==> src/drr_pkg.sv <==
/*
  drr_pkg: shared constants and carrier types for the request routing and
  channel reset block of a five-channel peripheral transfer controller.
  Assumes: used with package-qualified names only, no import.
*/
`default_nettype none

package drr_pkg;
  localparam int unsigned NUM_CH   = 5;
  localparam int unsigned SEL_W    = 6;
  localparam int unsigned NUM_SRC  = 20;
  localparam int unsigned ADDR_W   = 12;

  // byte addresses of the register words
  localparam logic [11:0] OFS_DONE   = 12'h424;
  localparam logic [11:0] OFS_CHRST  = 12'h460;
  localparam logic [11:0] OFS_SEL03  = 12'h480;
  localparam logic [11:0] OFS_SEL4   = 12'h484;
  localparam logic [11:0] OFS_MEMMEM = 12'h490;

  // selector field positions inside the two select words
  localparam int unsigned SEL0_LSB = 0;
  localparam int unsigned SEL1_LSB = 8;
  localparam int unsigned SEL2_LSB = 16;
  localparam int unsigned SEL3_LSB = 24;
  localparam int unsigned SEL4_LSB = 0;

  localparam logic [5:0]  SEL_RST   = 6'h00;
  localparam logic [4:0]  CHRST_RST = 5'h00;
  localparam logic [4:0]  DONE_RST  = 5'h00;
  localparam logic [31:0] UNMAPPED_RDATA = 32'h0000_0000;

  // selector codes
  localparam logic [5:0] SRC_NONE      = 6'h00;
  localparam logic [5:0] SRC_DAC_TX    = 6'h01;
  localparam logic [5:0] SRC_SECOND_UART_TRANSMIT_REQUEST  = 6'h04;
  localparam logic [5:0] SRC_SECOND_UART_RECEIVE_REQUEST  = 6'h05;
  localparam logic [5:0] SRC_UART2_TX  = 6'h06;
  localparam logic [5:0] SRC_UART2_RX  = 6'h07;
  localparam logic [5:0] SRC_SU1_TX    = 6'h0a;
  localparam logic [5:0] SRC_SU1_RX    = 6'h0b;
  localparam logic [5:0] SRC_SU2_TX    = 6'h0c;
  localparam logic [5:0] SRC_SU2_RX    = 6'h0d;
  localparam logic [5:0] SRC_ADC_RX    = 6'h14;
  localparam logic [5:0] SRC_PWM1_RX   = 6'h15;
  localparam logic [5:0] SRC_PWM2_RX   = 6'h16;
  localparam logic [5:0] SRC_PWM3_RX   = 6'h17;
  localparam logic [5:0] SRC_TIMER0_REQUEST      = 6'h20;
  localparam logic [5:0] SRC_TMR1      = 6'h21;
  localparam logic [5:0] SRC_TMR2      = 6'h22;
  localparam logic [5:0] SRC_TIMER3_REQUEST      = 6'h23;

  // peripheral request lines, one bit each
  typedef struct packed {
    logic timer3_request;
    logic timer2_request;
    logic timer1_request;
    logic timer0_request;
    logic pwm_pair3_receive_request;
    logic pwm_pair2_receive_request;
    logic pwm_pair1_receive_request;
    logic adc_receive_request;
    logic second_serial_unit_receive_request;
    logic second_serial_unit_transmit_request;
    logic first_serial_unit_receive_request;
    logic first_serial_unit_transmit_request;
    logic second_uart_receive_request;
    logic second_uart_transmit_request;
    logic first_uart_receive_request;
    logic first_uart_transmit_request;
    logic dac_transmit_request;
  } drr_periph_req_t;

  typedef enum logic [0:0] {
    BUS_IDLE,
    BUS_ACK
  } drr_bus_st_t;

  typedef struct packed {
    drr_bus_st_t bus_st;
    logic [31:0] rdata;
    logic [4:0]  chrst;
    logic [4:0]  done;
    logic [4:0]  memmem;
    logic [5:0]  sel0;
    logic [5:0]  sel1;
    logic [5:0]  sel2;
    logic [5:0]  sel3;
    logic [5:0]  sel4;
    logic [4:0]  route;
  } drr_state_t;
endpackage

`default_nettype wire

==> src/drr_src_mux.sv <==
/*
  drr_src_mux: decodes one 6-bit request selector into a request bit.
  Assumes: request lines already synchronous to the system clock.
*/
`timescale 1ns/1ns
`default_nettype none

module drr_src_mux (
  // selection
  input  wire logic [5:0]           i_sel,
  input  wire logic                 i_mem_to_mem,
  // peripheral request lines
  input  wire drr_pkg::drr_periph_req_t i_req,
  // routed request
  output logic                      o_req
);
  always_comb begin
    o_req = 1'b0;
    if (!i_mem_to_mem) begin
      case (i_sel)
        drr_pkg::SRC_DAC_TX:   o_req = i_req.dac_transmit_request;
        drr_pkg::SRC_SECOND_UART_TRANSMIT_REQUEST: o_req = i_req.first_uart_transmit_request;
        drr_pkg::SRC_SECOND_UART_RECEIVE_REQUEST: o_req = i_req.first_uart_receive_request;
        drr_pkg::SRC_UART2_TX: o_req = i_req.second_uart_transmit_request;
        drr_pkg::SRC_UART2_RX: o_req = i_req.second_uart_receive_request;
        drr_pkg::SRC_SU1_TX: begin
          o_req = i_req.first_serial_unit_transmit_request;
        end
        drr_pkg::SRC_SU1_RX: begin
          o_req = i_req.first_serial_unit_receive_request;
        end
        drr_pkg::SRC_SU2_TX: begin
          o_req = i_req.second_serial_unit_transmit_request;
        end
        drr_pkg::SRC_SU2_RX: begin
          o_req = i_req.second_serial_unit_receive_request;
        end
        drr_pkg::SRC_ADC_RX:  o_req = i_req.adc_receive_request;
        drr_pkg::SRC_PWM1_RX: o_req = i_req.pwm_pair1_receive_request;
        drr_pkg::SRC_PWM2_RX: o_req = i_req.pwm_pair2_receive_request;
        drr_pkg::SRC_PWM3_RX: o_req = i_req.pwm_pair3_receive_request;
        drr_pkg::SRC_TIMER0_REQUEST:    o_req = i_req.timer0_request;
        drr_pkg::SRC_TMR1:    o_req = i_req.timer1_request;
        drr_pkg::SRC_TMR2:    o_req = i_req.timer2_request;
        drr_pkg::SRC_TIMER3_REQUEST:    o_req = i_req.timer3_request;
        // zero, reserved and out-of-range codes connect nothing
        default:              o_req = 1'b0;
      endcase
    end
  end
endmodule

`default_nettype wire

==> src/drr_top.sv <==
/*
  drr_top: request routing and per-channel reset for a five-channel
  peripheral transfer controller, with an Avalon-MM register slave.
  Assumes: one 25 MHz clock, synchronous active-high reset, request and
  done inputs synchronous to that clock; the transfer engine outside
  consumes o_ch_req and o_ch_reset.
*/
// Chosen here: the Avalon-MM slave port.
// How it works
// writing one resets that channel
// channel 0 selector at bits 5:0
// channels 1-3 selectors at 13:8, 21:16, 29:24
// channel 4 selector in second word
// selector zero connects no request
// code 1 routes DAC transmit
// codes 4-7 route both UARTs
// codes 10-13 route both serial units
// code 20 routes ADC receive
// codes 21-23 route PWM pair receives
// codes 32-35 route timers 0-3
// software never selects one source twice
// memory-to-memory channel ignores its selector
// all selectors and resets read zero
// done flag set on finish, write-one clears
// reserved or large codes connect nothing
`timescale 1ns/1ns
`default_nettype none

module drr_top #(
  parameter int unsigned NUM_CH = drr_pkg::NUM_CH
) (
  // clock and reset
  input  wire logic                     i_sys_clk,
  input  wire logic                     i_srst,
  input  wire logic                     i_clk_en,
  // avalon-mm slave
  input  wire logic [11:0]              i_avs_address,
  input  wire logic                     i_avs_read,
  input  wire logic                     i_avs_write,
  input  wire logic [31:0]              i_avs_writedata,
  input  wire logic [3:0]               i_avs_byteenable,
  output logic [31:0]                   o_avs_readdata,
  output logic                          o_avs_waitrequest,
  // peripheral request lines
  input  wire drr_pkg::drr_periph_req_t i_periph_req,
  // transfer engine
  input  wire logic [4:0]               i_ch_done,
  output logic [4:0]                    o_ch_req,
  output logic [4:0]                    o_ch_reset,
  output logic [4:0]                    o_ch_done_flag
);
  drr_pkg::drr_state_t s_q;
  drr_pkg::drr_state_t s_d;
  logic [4:0]          route_w;
  logic [5:0]          sel_w [5];
  logic                wr_go;
  logic                rd_go;
  logic [31:0]         wmask;
  logic [31:0]         wd;

  assign sel_w[0] = s_q.sel0;
  assign sel_w[1] = s_q.sel1;
  assign sel_w[2] = s_q.sel2;
  assign sel_w[3] = s_q.sel3;
  assign sel_w[4] = s_q.sel4;

  genvar g;
  generate
    for (g = 0; g < 5; g++) begin : g_ch
      drr_src_mux u_mux (
        .i_sel        (sel_w[g]),
        .i_mem_to_mem (s_q.memmem[g]),
        .i_req        (i_periph_req),
        .o_req        (route_w[g])
      );
    end
  endgenerate

  // one wait cycle per access: the request is taken in BUS_IDLE and
  // answered with waitrequest low in BUS_ACK
  assign o_avs_waitrequest = (i_avs_read | i_avs_write) &&
                             (s_q.bus_st != drr_pkg::BUS_ACK);
  assign wr_go = i_avs_write && s_q.bus_st == drr_pkg::BUS_IDLE;
  assign rd_go = i_avs_read && s_q.bus_st == drr_pkg::BUS_IDLE;
  assign wmask = {{8{i_avs_byteenable[3]}}, {8{i_avs_byteenable[2]}},
                  {8{i_avs_byteenable[1]}}, {8{i_avs_byteenable[0]}}};
  assign wd    = i_avs_writedata & wmask;

  always_comb begin
    s_d = s_q;
    // reset pulses last one cycle after the writing access
    s_d.chrst = 5'h00;
    s_d.route = route_w;
    // set wins over the write-one clear
    s_d.done  = s_q.done | i_ch_done;
    case (s_q.bus_st)
      drr_pkg::BUS_IDLE: begin
        if (wr_go) begin
          s_d.bus_st = drr_pkg::BUS_ACK;
          case (i_avs_address)
            drr_pkg::OFS_CHRST: begin
              s_d.chrst = wd[4:0];
            end
            drr_pkg::OFS_DONE: begin
              s_d.done = (s_q.done & ~wd[4:0]) | i_ch_done;
            end
            drr_pkg::OFS_SEL03: begin
              if (i_avs_byteenable[0]) begin
                s_d.sel0 = i_avs_writedata[drr_pkg::SEL0_LSB +: 6];
              end
              if (i_avs_byteenable[1]) begin
                s_d.sel1 = i_avs_writedata[drr_pkg::SEL1_LSB +: 6];
              end
              if (i_avs_byteenable[2]) begin
                s_d.sel2 = i_avs_writedata[drr_pkg::SEL2_LSB +: 6];
              end
              if (i_avs_byteenable[3]) begin
                s_d.sel3 = i_avs_writedata[drr_pkg::SEL3_LSB +: 6];
              end
            end
            drr_pkg::OFS_SEL4: begin
              if (i_avs_byteenable[0]) begin
                s_d.sel4 = i_avs_writedata[drr_pkg::SEL4_LSB +: 6];
              end
            end
            drr_pkg::OFS_MEMMEM: begin
              if (i_avs_byteenable[0]) begin
                s_d.memmem = i_avs_writedata[4:0];
              end
            end
            default: begin
            end
          endcase
        end else if (rd_go) begin
          s_d.bus_st = drr_pkg::BUS_ACK;
          case (i_avs_address)
            drr_pkg::OFS_CHRST:  s_d.rdata = {27'h0, s_q.chrst};
            drr_pkg::OFS_DONE:   s_d.rdata = {27'h0, s_q.done};
            drr_pkg::OFS_SEL03: begin
              s_d.rdata = {2'h0, s_q.sel3, 2'h0, s_q.sel2,
                           2'h0, s_q.sel1, 2'h0, s_q.sel0};
            end
            drr_pkg::OFS_SEL4:   s_d.rdata = {26'h0, s_q.sel4};
            drr_pkg::OFS_MEMMEM: s_d.rdata = {27'h0, s_q.memmem};
            default:             s_d.rdata = drr_pkg::UNMAPPED_RDATA;
          endcase
        end
      end
      drr_pkg::BUS_ACK: begin
        s_d.bus_st = drr_pkg::BUS_IDLE;
      end
      default: begin
        s_d.bus_st = drr_pkg::BUS_IDLE;
      end
    endcase
    // a reset channel drops its done flag
    s_d.done = s_d.done & ~s_q.chrst;
  end

  always_ff @(posedge i_sys_clk) begin
    if (i_srst) begin
      s_q.bus_st <= drr_pkg::BUS_IDLE;
      s_q.rdata  <= 32'h0000_0000;
      s_q.chrst  <= drr_pkg::CHRST_RST;
      s_q.done   <= drr_pkg::DONE_RST;
      s_q.memmem <= 5'h00;
      s_q.sel0   <= drr_pkg::SEL_RST;
      s_q.sel1   <= drr_pkg::SEL_RST;
      s_q.sel2   <= drr_pkg::SEL_RST;
      s_q.sel3   <= drr_pkg::SEL_RST;
      s_q.sel4   <= drr_pkg::SEL_RST;
      s_q.route  <= 5'h00;
    end else if (i_clk_en) begin
      s_q <= s_d;
    end
  end

  assign o_avs_readdata = s_q.rdata;
  assign o_ch_req       = s_q.route;
  assign o_ch_reset     = s_q.chrst;
  assign o_ch_done_flag = s_q.done;

  // checks
  // high from the first edge on, so no check looks back before time zero
  logic past_ok;
  always_ff @(posedge i_sys_clk) begin
    past_ok <= 1'b1;
  end

  chrst_pulse_a: assert property (@(posedge i_sys_clk) disable iff (i_srst)
    (i_clk_en && wr_go && i_avs_address == drr_pkg::OFS_CHRST &&
     i_avs_byteenable[0])
    |=> o_ch_reset == $past(i_avs_writedata[4:0]))
    else $error("channel reset not pulsed as written");

  chrst_once_a: assert property (@(posedge i_sys_clk) disable iff (i_srst)
    (i_clk_en && o_ch_reset != 5'h00) |=> o_ch_reset == 5'h00)
    else $error("channel reset held too long");

  sel0_write_a: assert property (@(posedge i_sys_clk) disable iff (i_srst)
    (i_clk_en && wr_go && i_avs_address == drr_pkg::OFS_SEL03 &&
     i_avs_byteenable[0])
    |=> s_q.sel0 == $past(i_avs_writedata[5:0]))
    else $error("channel 0 selector not stored");

  sel3_write_a: assert property (@(posedge i_sys_clk) disable iff (i_srst)
    (i_clk_en && wr_go && i_avs_address == drr_pkg::OFS_SEL03 &&
     i_avs_byteenable[3])
    |=> s_q.sel3 == $past(i_avs_writedata[29:24]))
    else $error("channel 3 selector not stored");

  sel4_write_a: assert property (@(posedge i_sys_clk) disable iff (i_srst)
    (i_clk_en && wr_go && i_avs_address == drr_pkg::OFS_SEL4 &&
     i_avs_byteenable[0])
    |=> s_q.sel4 == $past(i_avs_writedata[5:0]))
    else $error("channel 4 selector not stored");

  zero_sel_a: assert property (@(posedge i_sys_clk) disable iff (i_srst)
    (i_clk_en && s_q.sel0 == drr_pkg::SRC_NONE) |=> !o_ch_req[0])
    else $error("request routed with zero selector");

  dac_route_a: assert property (@(posedge i_sys_clk) disable iff (i_srst)
    (i_clk_en && s_q.sel0 == drr_pkg::SRC_DAC_TX && !s_q.memmem[0])
    |=> o_ch_req[0] == $past(i_periph_req.dac_transmit_request))
    else $error("dac request not routed");

  tmr_route_a: assert property (@(posedge i_sys_clk) disable iff (i_srst)
    (i_clk_en && s_q.sel1 == drr_pkg::SRC_TIMER3_REQUEST && !s_q.memmem[1])
    |=> o_ch_req[1] == $past(i_periph_req.timer3_request))
    else $error("timer 3 request not routed");

  memmem_a: assert property (@(posedge i_sys_clk) disable iff (i_srst)
    (i_clk_en && s_q.memmem[0]) |=> !o_ch_req[0])
    else $error("request routed on memory-to-memory channel");

  reserved_a: assert property (@(posedge i_sys_clk) disable iff (i_srst)
    (i_clk_en && (s_q.sel4 > drr_pkg::SRC_TIMER3_REQUEST || s_q.sel4 == 6'h08))
    |=> !o_ch_req[4])
    else $error("reserved selector routed a request");

  done_set_a: assert property (@(posedge i_sys_clk) disable iff (i_srst)
    (i_clk_en && i_ch_done[1] && s_q.chrst[1] == 1'b0) |=> o_ch_done_flag[1])
    else $error("done flag lost");

  reset_zero_a: assert property (@(posedge i_sys_clk)
    (past_ok && $past(i_srst) && !i_srst) |->
    (s_q.sel0 == 6'h00 && s_q.sel1 == 6'h00 && s_q.sel2 == 6'h00 &&
     s_q.sel3 == 6'h00 && s_q.sel4 == 6'h00 && o_ch_reset == 5'h00 &&
     o_ch_req == 5'h00 && o_ch_done_flag == 5'h00))
    else $error("registers not zero after reset");

  sel1_write_a: assert property (
    @(posedge i_sys_clk) disable iff (i_srst)
    (i_clk_en && wr_go && i_avs_address == drr_pkg::OFS_SEL03 &&
     i_avs_byteenable[1])
    |=> s_q.sel1 == $past(i_avs_writedata[13:8]))
    else $error("channel 1 selector not stored");

  sel2_write_a: assert property (
    @(posedge i_sys_clk) disable iff (i_srst)
    (i_clk_en && wr_go && i_avs_address == drr_pkg::OFS_SEL03 &&
     i_avs_byteenable[2])
    |=> s_q.sel2 == $past(i_avs_writedata[21:16]))
    else $error("channel 2 selector not stored");

  sel_read_a: assert property (
    @(posedge i_sys_clk) disable iff (i_srst)
    (i_clk_en && rd_go && i_avs_address == drr_pkg::OFS_SEL03)
    |=> o_avs_readdata[5:0] == $past(s_q.sel0))
    else $error("channel 0 selector read back wrong");

  uart_route_a: assert property (
    @(posedge i_sys_clk) disable iff (i_srst)
    (i_clk_en && s_q.sel4 == drr_pkg::SRC_UART2_RX && !s_q.memmem[4])
    |=> o_ch_req[4] == $past(i_periph_req.second_uart_receive_request))
    else $error("second uart receive request not routed");

  su_route_a: assert property (
    @(posedge i_sys_clk) disable iff (i_srst)
    (i_clk_en && s_q.sel0 == drr_pkg::SRC_SU1_TX && !s_q.memmem[0])
    |=> o_ch_req[0] == $past(i_periph_req.first_serial_unit_transmit_request))
    else $error("serial unit transmit request not routed");

  adc_route_a: assert property (
    @(posedge i_sys_clk) disable iff (i_srst)
    (i_clk_en && s_q.sel4 == drr_pkg::SRC_ADC_RX && !s_q.memmem[4])
    |=> o_ch_req[4] == $past(i_periph_req.adc_receive_request))
    else $error("adc request not routed");

  pwm_route_a: assert property (
    @(posedge i_sys_clk) disable iff (i_srst)
    (i_clk_en && s_q.sel2 == drr_pkg::SRC_PWM3_RX && !s_q.memmem[2])
    |=> o_ch_req[2] == $past(i_periph_req.pwm_pair3_receive_request))
    else $error("pwm pair 3 request not routed");

  timer0_request_route_a: assert property (
    @(posedge i_sys_clk) disable iff (i_srst)
    (i_clk_en && s_q.sel3 == drr_pkg::SRC_TIMER0_REQUEST && !s_q.memmem[3])
    |=> o_ch_req[3] == $past(i_periph_req.timer0_request))
    else $error("timer 0 request not routed");

  reserved0_a: assert property (
    @(posedge i_sys_clk) disable iff (i_srst)
    (i_clk_en && s_q.sel0 inside {6'h08, 6'h09, [6'h0e:6'h13],
     [6'h18:6'h1f], [6'h24:6'h3f]})
    |=> !o_ch_req[0])
    else $error("reserved code routed a request on channel 0");

  zero_sel4_a: assert property (
    @(posedge i_sys_clk) disable iff (i_srst)
    (i_clk_en && s_q.sel4 == drr_pkg::SRC_NONE)
    |=> !o_ch_req[4])
    else $error("request routed with zero selector on channel 4");

  memmem_write_a: assert property (
    @(posedge i_sys_clk) disable iff (i_srst)
    (i_clk_en && wr_go && i_avs_address == drr_pkg::OFS_MEMMEM &&
     i_avs_byteenable[0])
    |=> s_q.memmem == $past(i_avs_writedata[4:0]))
    else $error("memory-to-memory bits not stored");

  chrst_zero_a: assert property (
    @(posedge i_sys_clk) disable iff (i_srst)
    (i_clk_en && wr_go && i_avs_address == drr_pkg::OFS_CHRST &&
     !i_avs_writedata[0])
    |=> !o_ch_reset[0])
    else $error("channel reset pulsed by a zero");

  chrst_done_a: assert property (
    @(posedge i_sys_clk) disable iff (i_srst)
    (i_clk_en && o_ch_reset[0])
    |=> !o_ch_done_flag[0])
    else $error("reset channel kept its done flag");

  done_clear_a: assert property (
    @(posedge i_sys_clk) disable iff (i_srst)
    (i_clk_en && wr_go && i_avs_address == drr_pkg::OFS_DONE &&
     i_avs_byteenable[0] && i_avs_writedata[1] && !i_ch_done[1])
    |=> !o_ch_done_flag[1])
    else $error("done flag not cleared by writing one");

  done_win_a: assert property (
    @(posedge i_sys_clk) disable iff (i_srst)
    (i_clk_en && wr_go && i_avs_address == drr_pkg::OFS_DONE &&
     i_ch_done[4] && !o_ch_reset[4])
    |=> o_ch_done_flag[4])
    else $error("finish lost to a clear in the same cycle");
endmodule

`default_nettype wire

==> config.mk <==
export PLATFORM = sky130hd
export DESIGN_NAME = drr_top
export DESIGN_NICKNAME = d
export VERILOG_FILES = /design/src/drr_pkg.sv /design/src/drr_src_mux.sv /design/src/drr_top.sv
export SDC_FILE = /design/constraint.sdc
export NUM_CORES = 1
export LEC_CHECK = 0
export ABC_AREA = 1
export BUFFER_PORTS_ARGS = -buffer_cell sky130_fd_sc_hd__buf_4
export CAP_MARGIN = 0
export CORE_MARGIN = 8
export CORE_UTILIZATION = 54
export CTS_CLUSTER_SIZE = 16
export DETAILED_ROUTE_END_ITERATION = 8
export PLACE_DENSITY = 0.83
export SLEW_MARGIN = 15
export SYNTH_ARGS = -nofsm -noshare
export SYNTH_HDL_FRONTEND = slang
export SYNTH_SLANG_ARGS = --single-unit
==> constraint.sdc <==
create_clock -name i_sys_clk -period 1.6 [get_ports i_sys_clk]
set_clock_uncertainty 0.15 [all_clocks]
set_input_delay 0 -clock i_sys_clk [delete_from_list [all_inputs] [get_ports i_sys_clk]]
set_output_delay 0 -clock i_sys_clk [all_outputs]
set_load 0.01 [all_outputs]
Yosys cells after proc, flatten, opt, wreduce, memory -nomap -nowiden --
Index checks and enable logic that the tools add are counted. Widths: inputs -> output; s select.
Word-level totals: logic and storage cells 148, input port bits 75, output and inout port bits 48, register bits after elaboration 81
Cells by class: equality and inequality tests 90, bitwise gates (word level) 10, reductions and logical operators 10, mux-type cells 27
Operators with widths (count):
- $pmux 30 s5 | 1
- $eq 6x3->1 const B | 20
- $eq 6x4->1 const B | 20
- $eq 6x5->1 const B | 20
- $eq 6x6->1 const B | 20
- $mux 45 | 2
- $pmux 1 s17 | 5
- $eq 12x11->1 const B | 5
- $mux 6 | 6
- $mux 33 | 1
- $eq 6x1->1 const B | 5
- $reduce_and 5->1 | 6
- $mux 24 | 1
- $mux 5 | 4
- $and 5x5->5 | 3
- $not 5->5 | 2
- $or 5x5->5 | 2
- $mux 1 | 6
- $reduce_and 4->1 | 1
- $logic_and 1x1->1 | 3
- $not 1->1 | 2
- $pmux 1 s2 | 1
- $or 1x1->1 | 1

Depth between registers and ports, before layout --
Gate-level depths: netlist of the first run.
depth after elaboration 8, mapped depth 10, mapped depth without buffers 9

Hierarchy --
From an unflattened synthesis of the first run, not the netlist that was laid out.
Second synthesis, totals: cells, all modules 863, area, all modules 5217.5 µm²
By module, submodules not included:
- drr_top | cells an instance 538, area each 3766.1 µm², seq. area each 1501.4 µm², times used 1
- drr_src_mux | cells an instance 65, area each 290.3 µm², seq. area each 0.0 µm², times used 5

Worst setup path after synthesis of the first run --
Ideal clock, no wire load.
path kind register to register, from reg s_q[82] in the netlist's numbering, to reg s_q[36] in the netlist's numbering, stages on the path, launching flop included 9, period minus slack after synthesis 1457 ps, slack 143 ps, arrival time 1187 ps, path buffers 0, cells stage by stage dfxtp_1 nor2_1 nand2_1 inv_2 nand2_1 clkinv_1 nand3_2 o21ai_0 a21oi_1
On the way: word-level cells in the longest chain between the ends 3
Ends and longest elaborated chain:
- from (decl) | RTL line drr_top.sv:52 | drr_pkg::drr_state_t s_q;
- $not 1->1 (no source line) (*)
- $logic_and 1x1->1 | RTL line drr_top.sv:83 | assign wr_go = i_avs_write && s_q.bus_st == drr_pkg::BUS_IDLE;
- $reduce_and 5->1 (no source line) (*)
Every way passes the cells marked *; elsewhere a longest branch is shown, timed or not. A chain may end at the register's enable or synchronous reset.

Final worst setup path of the first run --
from reg s_q[82] in the netlist's numbering, to reg s_q[27] in the netlist's numbering
The elaborated chain is that of the path after synthesis.

==> results of run 1 <==
[cell usage after synthesis, types with 6 or more instances]
| cell type | count | area, um2 |
|---|---|---|
| nand2_1 | 160 | 600.6 |
| nor2_1 | 98 | 367.9 |
| inv_1 | 81 | 304.0 |
| nand3_1 | 81 | 405.4 |
| dfxtp_1 | 75 | 1501 |
| o21ai_0 | 63 | 315.3 |
| a21oi_1 | 56 | 280.3 |
| buf_4 | 49 | 367.9 |
| nand4_1 | 29 | 181.4 |
| a211oi_2 | 18 | 225.2 |
| clkbuf_1 | 15 | 56.30 |
| buf_2 | 7 | 35.03 |
| nor3_1 | 6 | 30.03 |
[how the worst min path moves through the flow]
stage               cells after the start  slack, ps           endpoint
global route                            5         20            s_q[37]
CTS                                     4         20            s_q[31]
finish                                  5         -8            s_q[37]
global placement                        2        100            s_q[82]
floorplan                               2         -2            s_q[10]
detailed placement                      2        110  o_ch_done_flag[1]
[kinds of logic after synthesis]
kind of cell	after synthesis
AOI/OAI and AO/OA	154
buffers and inverters	163
DFF	75
other	1
and+or+nand+nor	390
[area by class of cell]
cell class | instances | area, um2
Timing Repair Buffer | 188 | 1554
Sequential cell | 75 | 1524
Multi-Input combinational cell | 552 | 2838
Inverter | 86 | 324.1
Clock inverter | 6 | 115.1
Clock buffer | 9 | 123.9
Fill cell | 731 | 2535
Tap cell | 111 | 138.9
[flip-flops by register name, indices dropped and copies added (netlist names)]
register / count
o_avs_readdata: 24
s_q: 36
o_ch_done_flag: 5
o_ch_req: 5
o_ch_reset: 5
[per-stage QoR]
step | worst slack, ps | util, %
floorplan | 142.7 | -
global placement | -23.16 | 63.50
detailed placement | -129.6 | 63.50
CTS | -1.290 | 70.76
global route | -64.17 | 72.30
finish | 61.48 | 72.30
[layer usage]
metal  vias to the layer above  share of wire, %
met4                         0               5.2
met3                        74               9.7
met5                         -                 0
met2                       323                46
met1                      2552                39
li1                       2791                 -
[power breakdown]
group	leakage [nW]	switching [mW]	total, mW	internal (mW)
logic	2.37	0.293	0.575	0.282
registers	0.616	0.0254	1.93	1.90
clock network	0.115	0.759	1.79	1.03
total	3.10	1.08	4.29	3.22
[timing repair]
item | in CTS | in global routing
endpoints found under the hold margin | 68 | 4
pin swaps | 1 | 4
gates resized for setup | 12 | 44
hold buffers | 38 | 1
cloned | 0 | 1
buffers inserted | 0 | 3
endpoints found under the setup margin | 19 | 38
[tightest hold or removal path, cell delays in order]
cell	delay, ps
buf_4	90
nor4_2	40
buf_4	150
nand3_4	100
a21oi_1	70
==> results summary, run 1 <==
The run finished, with violations left. The final reports fail on negative hold slack. The class of the most critical hold timing path is input port to register. The layout overhead on the synthesized area came out at 31.31%. The via count of the first global-routing pass is 5529.

The leading cell type in the layout, fill and taps excluded is nand2_1. The worst setup path is launched from a register. TritonCTS created 9 clock buffers. The power consumption is 4.295 mW. The reg-to-reg critical path startpoint is s_q[82]. The signal on the critical path passes through nor2_2 > nand2_1 > inv_2 > buf_12 > nand3_4 > buf_4 > nor2_1 > a211oi_2. The placed cell count is 969. The longest clock path from root to sink contains 2 buffers. The area of the mapped netlist came out at 5040 um2. The worst register-to-register path has a setup slack of 60 ps.

The final hold violation count came to 2. The total negative setup slack is 0 ps. The startpoint identified for the worst hold timing path is i_avs_address[5]. The CTS sink count came out at 75.

The count of nets after finishing is 987. The number of buffers added on ports is 106. Once the floorplan was initialized, standard cells occupied 55.06% of the core. The synthesized netlist devotes 18.72% of its cell area to compound gates. The reg-to-reg critical path endpoint is s_q[27]. The analysis attributes to cell leakage a power of 3.102 nW. The global-route wire length before repair came out at 26.60 mm. The die covers 12680 um2. The largest net degree at the start of global routing came out at 42. The clock latency of the later-clocked register in the worst-skew pair is 360 ps. The global-route usage over all layers is 25.75%. The endpoint kind of the worst setup timing path is a register. Routability-driven placement finished with a final weighted congestion of 0.9357. For this run, design rule violations remaining after detail routing come to 0. The met1 capacity usage during global routing is 29.38%. The xor and xnor fraction of the mapped netlist area came out at 0%. TritonCTS built the clock tree. The final setup violation count came out at 0. The number of flops mapped to enable cells by yosys came out at 0. Dividing the detail-routed via count by the number of cells gives 5.589. The root buffer cell is clkbuf_8. The post-synthesis mux area share is 0%. The top cell family by delay on the critical path is simple AND/OR/NAND/NOR gates.

Yosys mapped the design onto 36 distinct sky130hd cell types. Before antenna repair, the detailed router went through 8 iterations. The width of the die came out at 112.6 um. The count of cells along the worst register-to-register path came out at 8.

The per-instance average area after synthesis is 6.437 um2. The final hold slack is -8.094 ps. Data arrives at the worst endpoint at 1620 ps. The final instance count without filler cells came out at 1027. The power density over the cells is 649.0 nW/um2. Among all flip-flop cells after synthesis, the most frequent one is dfxtp_1. The proportion of synthesized flip-flops having asynchronous set or reset is 0%.

The initial antenna violation count was 0. The largest fanout of any net on the critical path came out at 8. The worst voltage drop across the vdd grid is 0.3501 mV. The initial DRC count came out at 565.

The met3 track demand over resource in global routing came out at 6.173%. The number of rows in the core area came out at 35. Tracing the worst setup path back leads to its startpoint at s_q[82]. The diode insertion count for antenna repair is 0. After global routing the overflow that remains totals 0.

The area share of fa/ha/maj cells after synthesis is 0%. The number of max-slew violations in the final report came out at 0. The critical path buffer and inverter count came out at 3. For this design, the slowest cell found on the critical path is dfxtp_2.

Counting every instance in the synthesized netlist gives 783. The count of max-cap constraint violations came out at 0. Counting flops and latches in the post-synthesis netlist gives 75. The top cell types in the final layout, fill and taps aside, are 154 x nand2_1, 145 x buf_4, 85 x nor2_1. The detailed placement HPWL is 11.66 mm. Derived from the worst setup path, the maximum achievable clock frequency is 650.0 MHz. The detailed-route via count is 5740. For the worst setup path, the data required time is 1680 ps. The most critical setup path has its endpoint at s_q[27]. The ratio of final minimum period to clock period is 96.16%. The number of H-tree branching levels is 3. The final critical path time including I/O delays and setup is 1539 ps. The post-route standard cell area excluding fillers is 6618 um2. Setup repair after global routing could not meet its margin everywhere. The largest stage delay on the critical path is 350 ps.

The clock-pin slew reported for the worst setup and hold paths after clock tree synthesis came out at 90 ps. The count of nets left with antenna violations after detail routing came out at 0. The critical path is of the register to register type. The region available for standard cell placement spans 9153 um2. The basic-gate share of the synthesized area counting and, or, nand and nor cells is 34.68%.

After synthesis, the largest family of logic cells by area is simple AND/OR/NAND/NOR gates. The count of synthesis-stage warnings from yosys came out at 0. The placed cell area came out at 5812 um2. The share of post-route cells with drive strength above 1 is 25.76%. For this block, the routed nets add up to 16.60 mm of wire.

The routed wire length per instance is 16.17 um. The layer flagged by global routing as most heavily used is met2. For this run, global-route usage on met2 was measured as 42.70%. The cell count along the critical path is 8.

The number of top-level design ports is 123. The die is 112.6 um tall. The part of the Yosys area used for sequential elements is 29.79%.
No activity file was read; power rests on OpenSTA's default activity.
==> inputs of run 2 (changes only) <==
REMOVE_ABC_BUFFERS = 1   (was default)
==> results summary, run 2 (same netlist as run 1, synthesis figures left out) <==
The run finished, with violations left. The final reports fail on negative setup slack. In this run the count of I/O pins placed on the die edge is 123. The DRC violations left came out at 0. The diode insertion count for antenna repair came out at 0. The TritonCTS buffer count is 9. The largest net degree at the start of global routing came out at 46.

The placeable core region came out at 9153 um2. The detailed-routing iteration count for the pre-antenna-repair pass is 6. The endpoint kind of the worst setup timing path is a register. The number of cells on the worst hold path came out at 5.

The number of buffers added on ports came out at 106. The final setup violation count is 1. The worst setup timing slack at the placement stage is -191.6 ps. The height of the chip is 112.6 um. STA classifies the critical path startpoint as a register. The final hold violation count is 0. The aggregate routed wire length is 16.99 mm. Clock latency on the worst-skew pair, taken at its later pin, is 350 ps. The final critical path time including I/O delays and setup is 1602 ps.

The number of flip-flops under the largest register name came out at 36. The final RePlAce weighted congestion is 0.9131. The power density over the cells is 595.6 nW/um2. The initial standard-cell utilization of the core came out at 55.06%.

The TritonCTS clock tree is built. The die covers 12680 um2. The data required time of the critical path came out at 1670 ps. Leaving out fill and tap cells, the most frequent cells in the layout are 153 x nand2_1, 149 x buf_4, 80 x nand3_1. The layout overhead on the synthesized area is 32.15%. The number of max-slew violations in the final report is 0. The maximum count of clock buffers along a single path is 2. The ratio of final minimum period to clock period is 100.1%. The detailed placement HPWL came out at 12.00 mm. Setup repair after global routing could not meet its margin everywhere.

The initial antenna violation count came to 0. The largest fanout of any net on the critical path is 6. The global route total overflow came out at 0.

The class of the most critical hold timing path is input port to register. The detailed-route via count came out at 5700. The worst voltage drop across the vdd grid is 0.4820 mV.

Dividing the detail-routed via count by the number of cells gives 5.518. The cell sitting at the root of the clock tree is a clkbuf_8. The global-route wire length before repair came out at 26.40 mm. The via count of the first global-routing pass is 5465. After clock tree synthesis, the clock-pin slew on the worst setup and hold paths is 80 ps. The leading cell type in the layout, fill and taps excluded is nand2_1. The width of the die came out at 112.6 um.

The number of H-tree branching levels is 3. After detailed routing, the average wire length per cell comes to 16.45 um. The post-route standard cell area excluding fillers came out at 6660 um2.

The signal arrival time at the worst endpoint came out at 1670 ps. The critical setup path kind is register to register. The count of nets left with antenna violations after detail routing is 0. The static leakage came out at 3.107 nW.

s_q holds more flip-flops than any other register. The placed cell area is 5834 um2. The final worst-path setup slack is -2.093 ps. The count of nets after finishing is 992.

Across every metal layer, demand over resource in global routing totals 25.57%. The number of rows in the core area came out at 35. The count of cells along the worst register-to-register path came out at 10. The initial DRC count came out at 554.

The maximum achievable frequency is 624.2 MHz. The count of max-cap constraint violations came out at 0. The clock drives 75 sinks. The share of post-route cells with drive strength above 1 is 27.66%.
-- run 2: changes by cell type in the layout (fill, tap and decap cells not counted), sizes merged --
| cell | before | now |
|---|---|---|
| buf | 150 | 154 |
| bufinv | 3 | 1 |
| clkinv | 6 | 8 |
| clkinvlp | 1 | 2 |
| dlygate4sd3 | 38 | 39 |
-- run 2: timing repair --
item	4_1_cts	5_1_grt
setup buffers	0	6
cloned	0	0
hold buffers	38	1
hold endpoints to repair	63	1
endpoints found under the setup margin	6	29
pin swaps	0	7
resized for setup	11	69
-- run 2: layout make-up --
cell class / instances / area [um2]
fillers: 717 / 2492
clock inverters: 7 / 68.82
well taps: 111 / 138.9
inverters: 86 / 324.1
repair buffers: 193 / 1585
flip-flops and latches: 75 / 1528
clock buffers: 9 / 123.9
multi-input cells: 552 / 2892
-- run 2: power by group --
part | internal, mW | switching [mW]
sequential | 1.90 | 0.0259
clock | 0.714 | 0.758
combinational | 0.277 | 0.295
total | 2.89 | 1.08
-- run 2: worst paths after layout --
kind / from / endpoint / slack, ps
max: s_q[6] / o_ch_req[4] / -2
min: i_avs_address[6] / s_q[37] / 10
max reg2reg: s_q[6] / o_ch_req[4] / -2
min reg2reg: s_q[38] / s_q[38] / 330
-- run 2: stage by stage --
stage	cells	power (mW)	hold WS, ps	TNS [ps]	util, %
floorplan	713	2.104	-80.93	-3378	-
global placement	972	2.431	126.7	-135.6	63.75
detailed placement	972	2.443	134.9	-461.3	63.75
CTS	1026	3.959	32.14	-12.00	70.36
global route	1033	4.103	39.72	-87.37	72.77
finish	1033	3.967	10.16	-2.093	72.77
-- run 2: worst max-delay path: stages (launching register included) --
cell and delay, ps:
dfxtp_4 390, buf_2 160, nand3_1 80, nand2_1 60, nand2_1 60, nand2_1 50, nor2_1 100, nand2_1 70
o21ai_1 170, buf_4 130, a21oi_1 50
-- run 2: layer usage --
metal	track usage, %	vias to the layer above	part of all wire, %
li1	-	2810	-
met1	29.21	2520	39
met2	44.17	303	47
met3	5.904	67	9.6
met4	11.87	0	4.2
met5	0	-	0
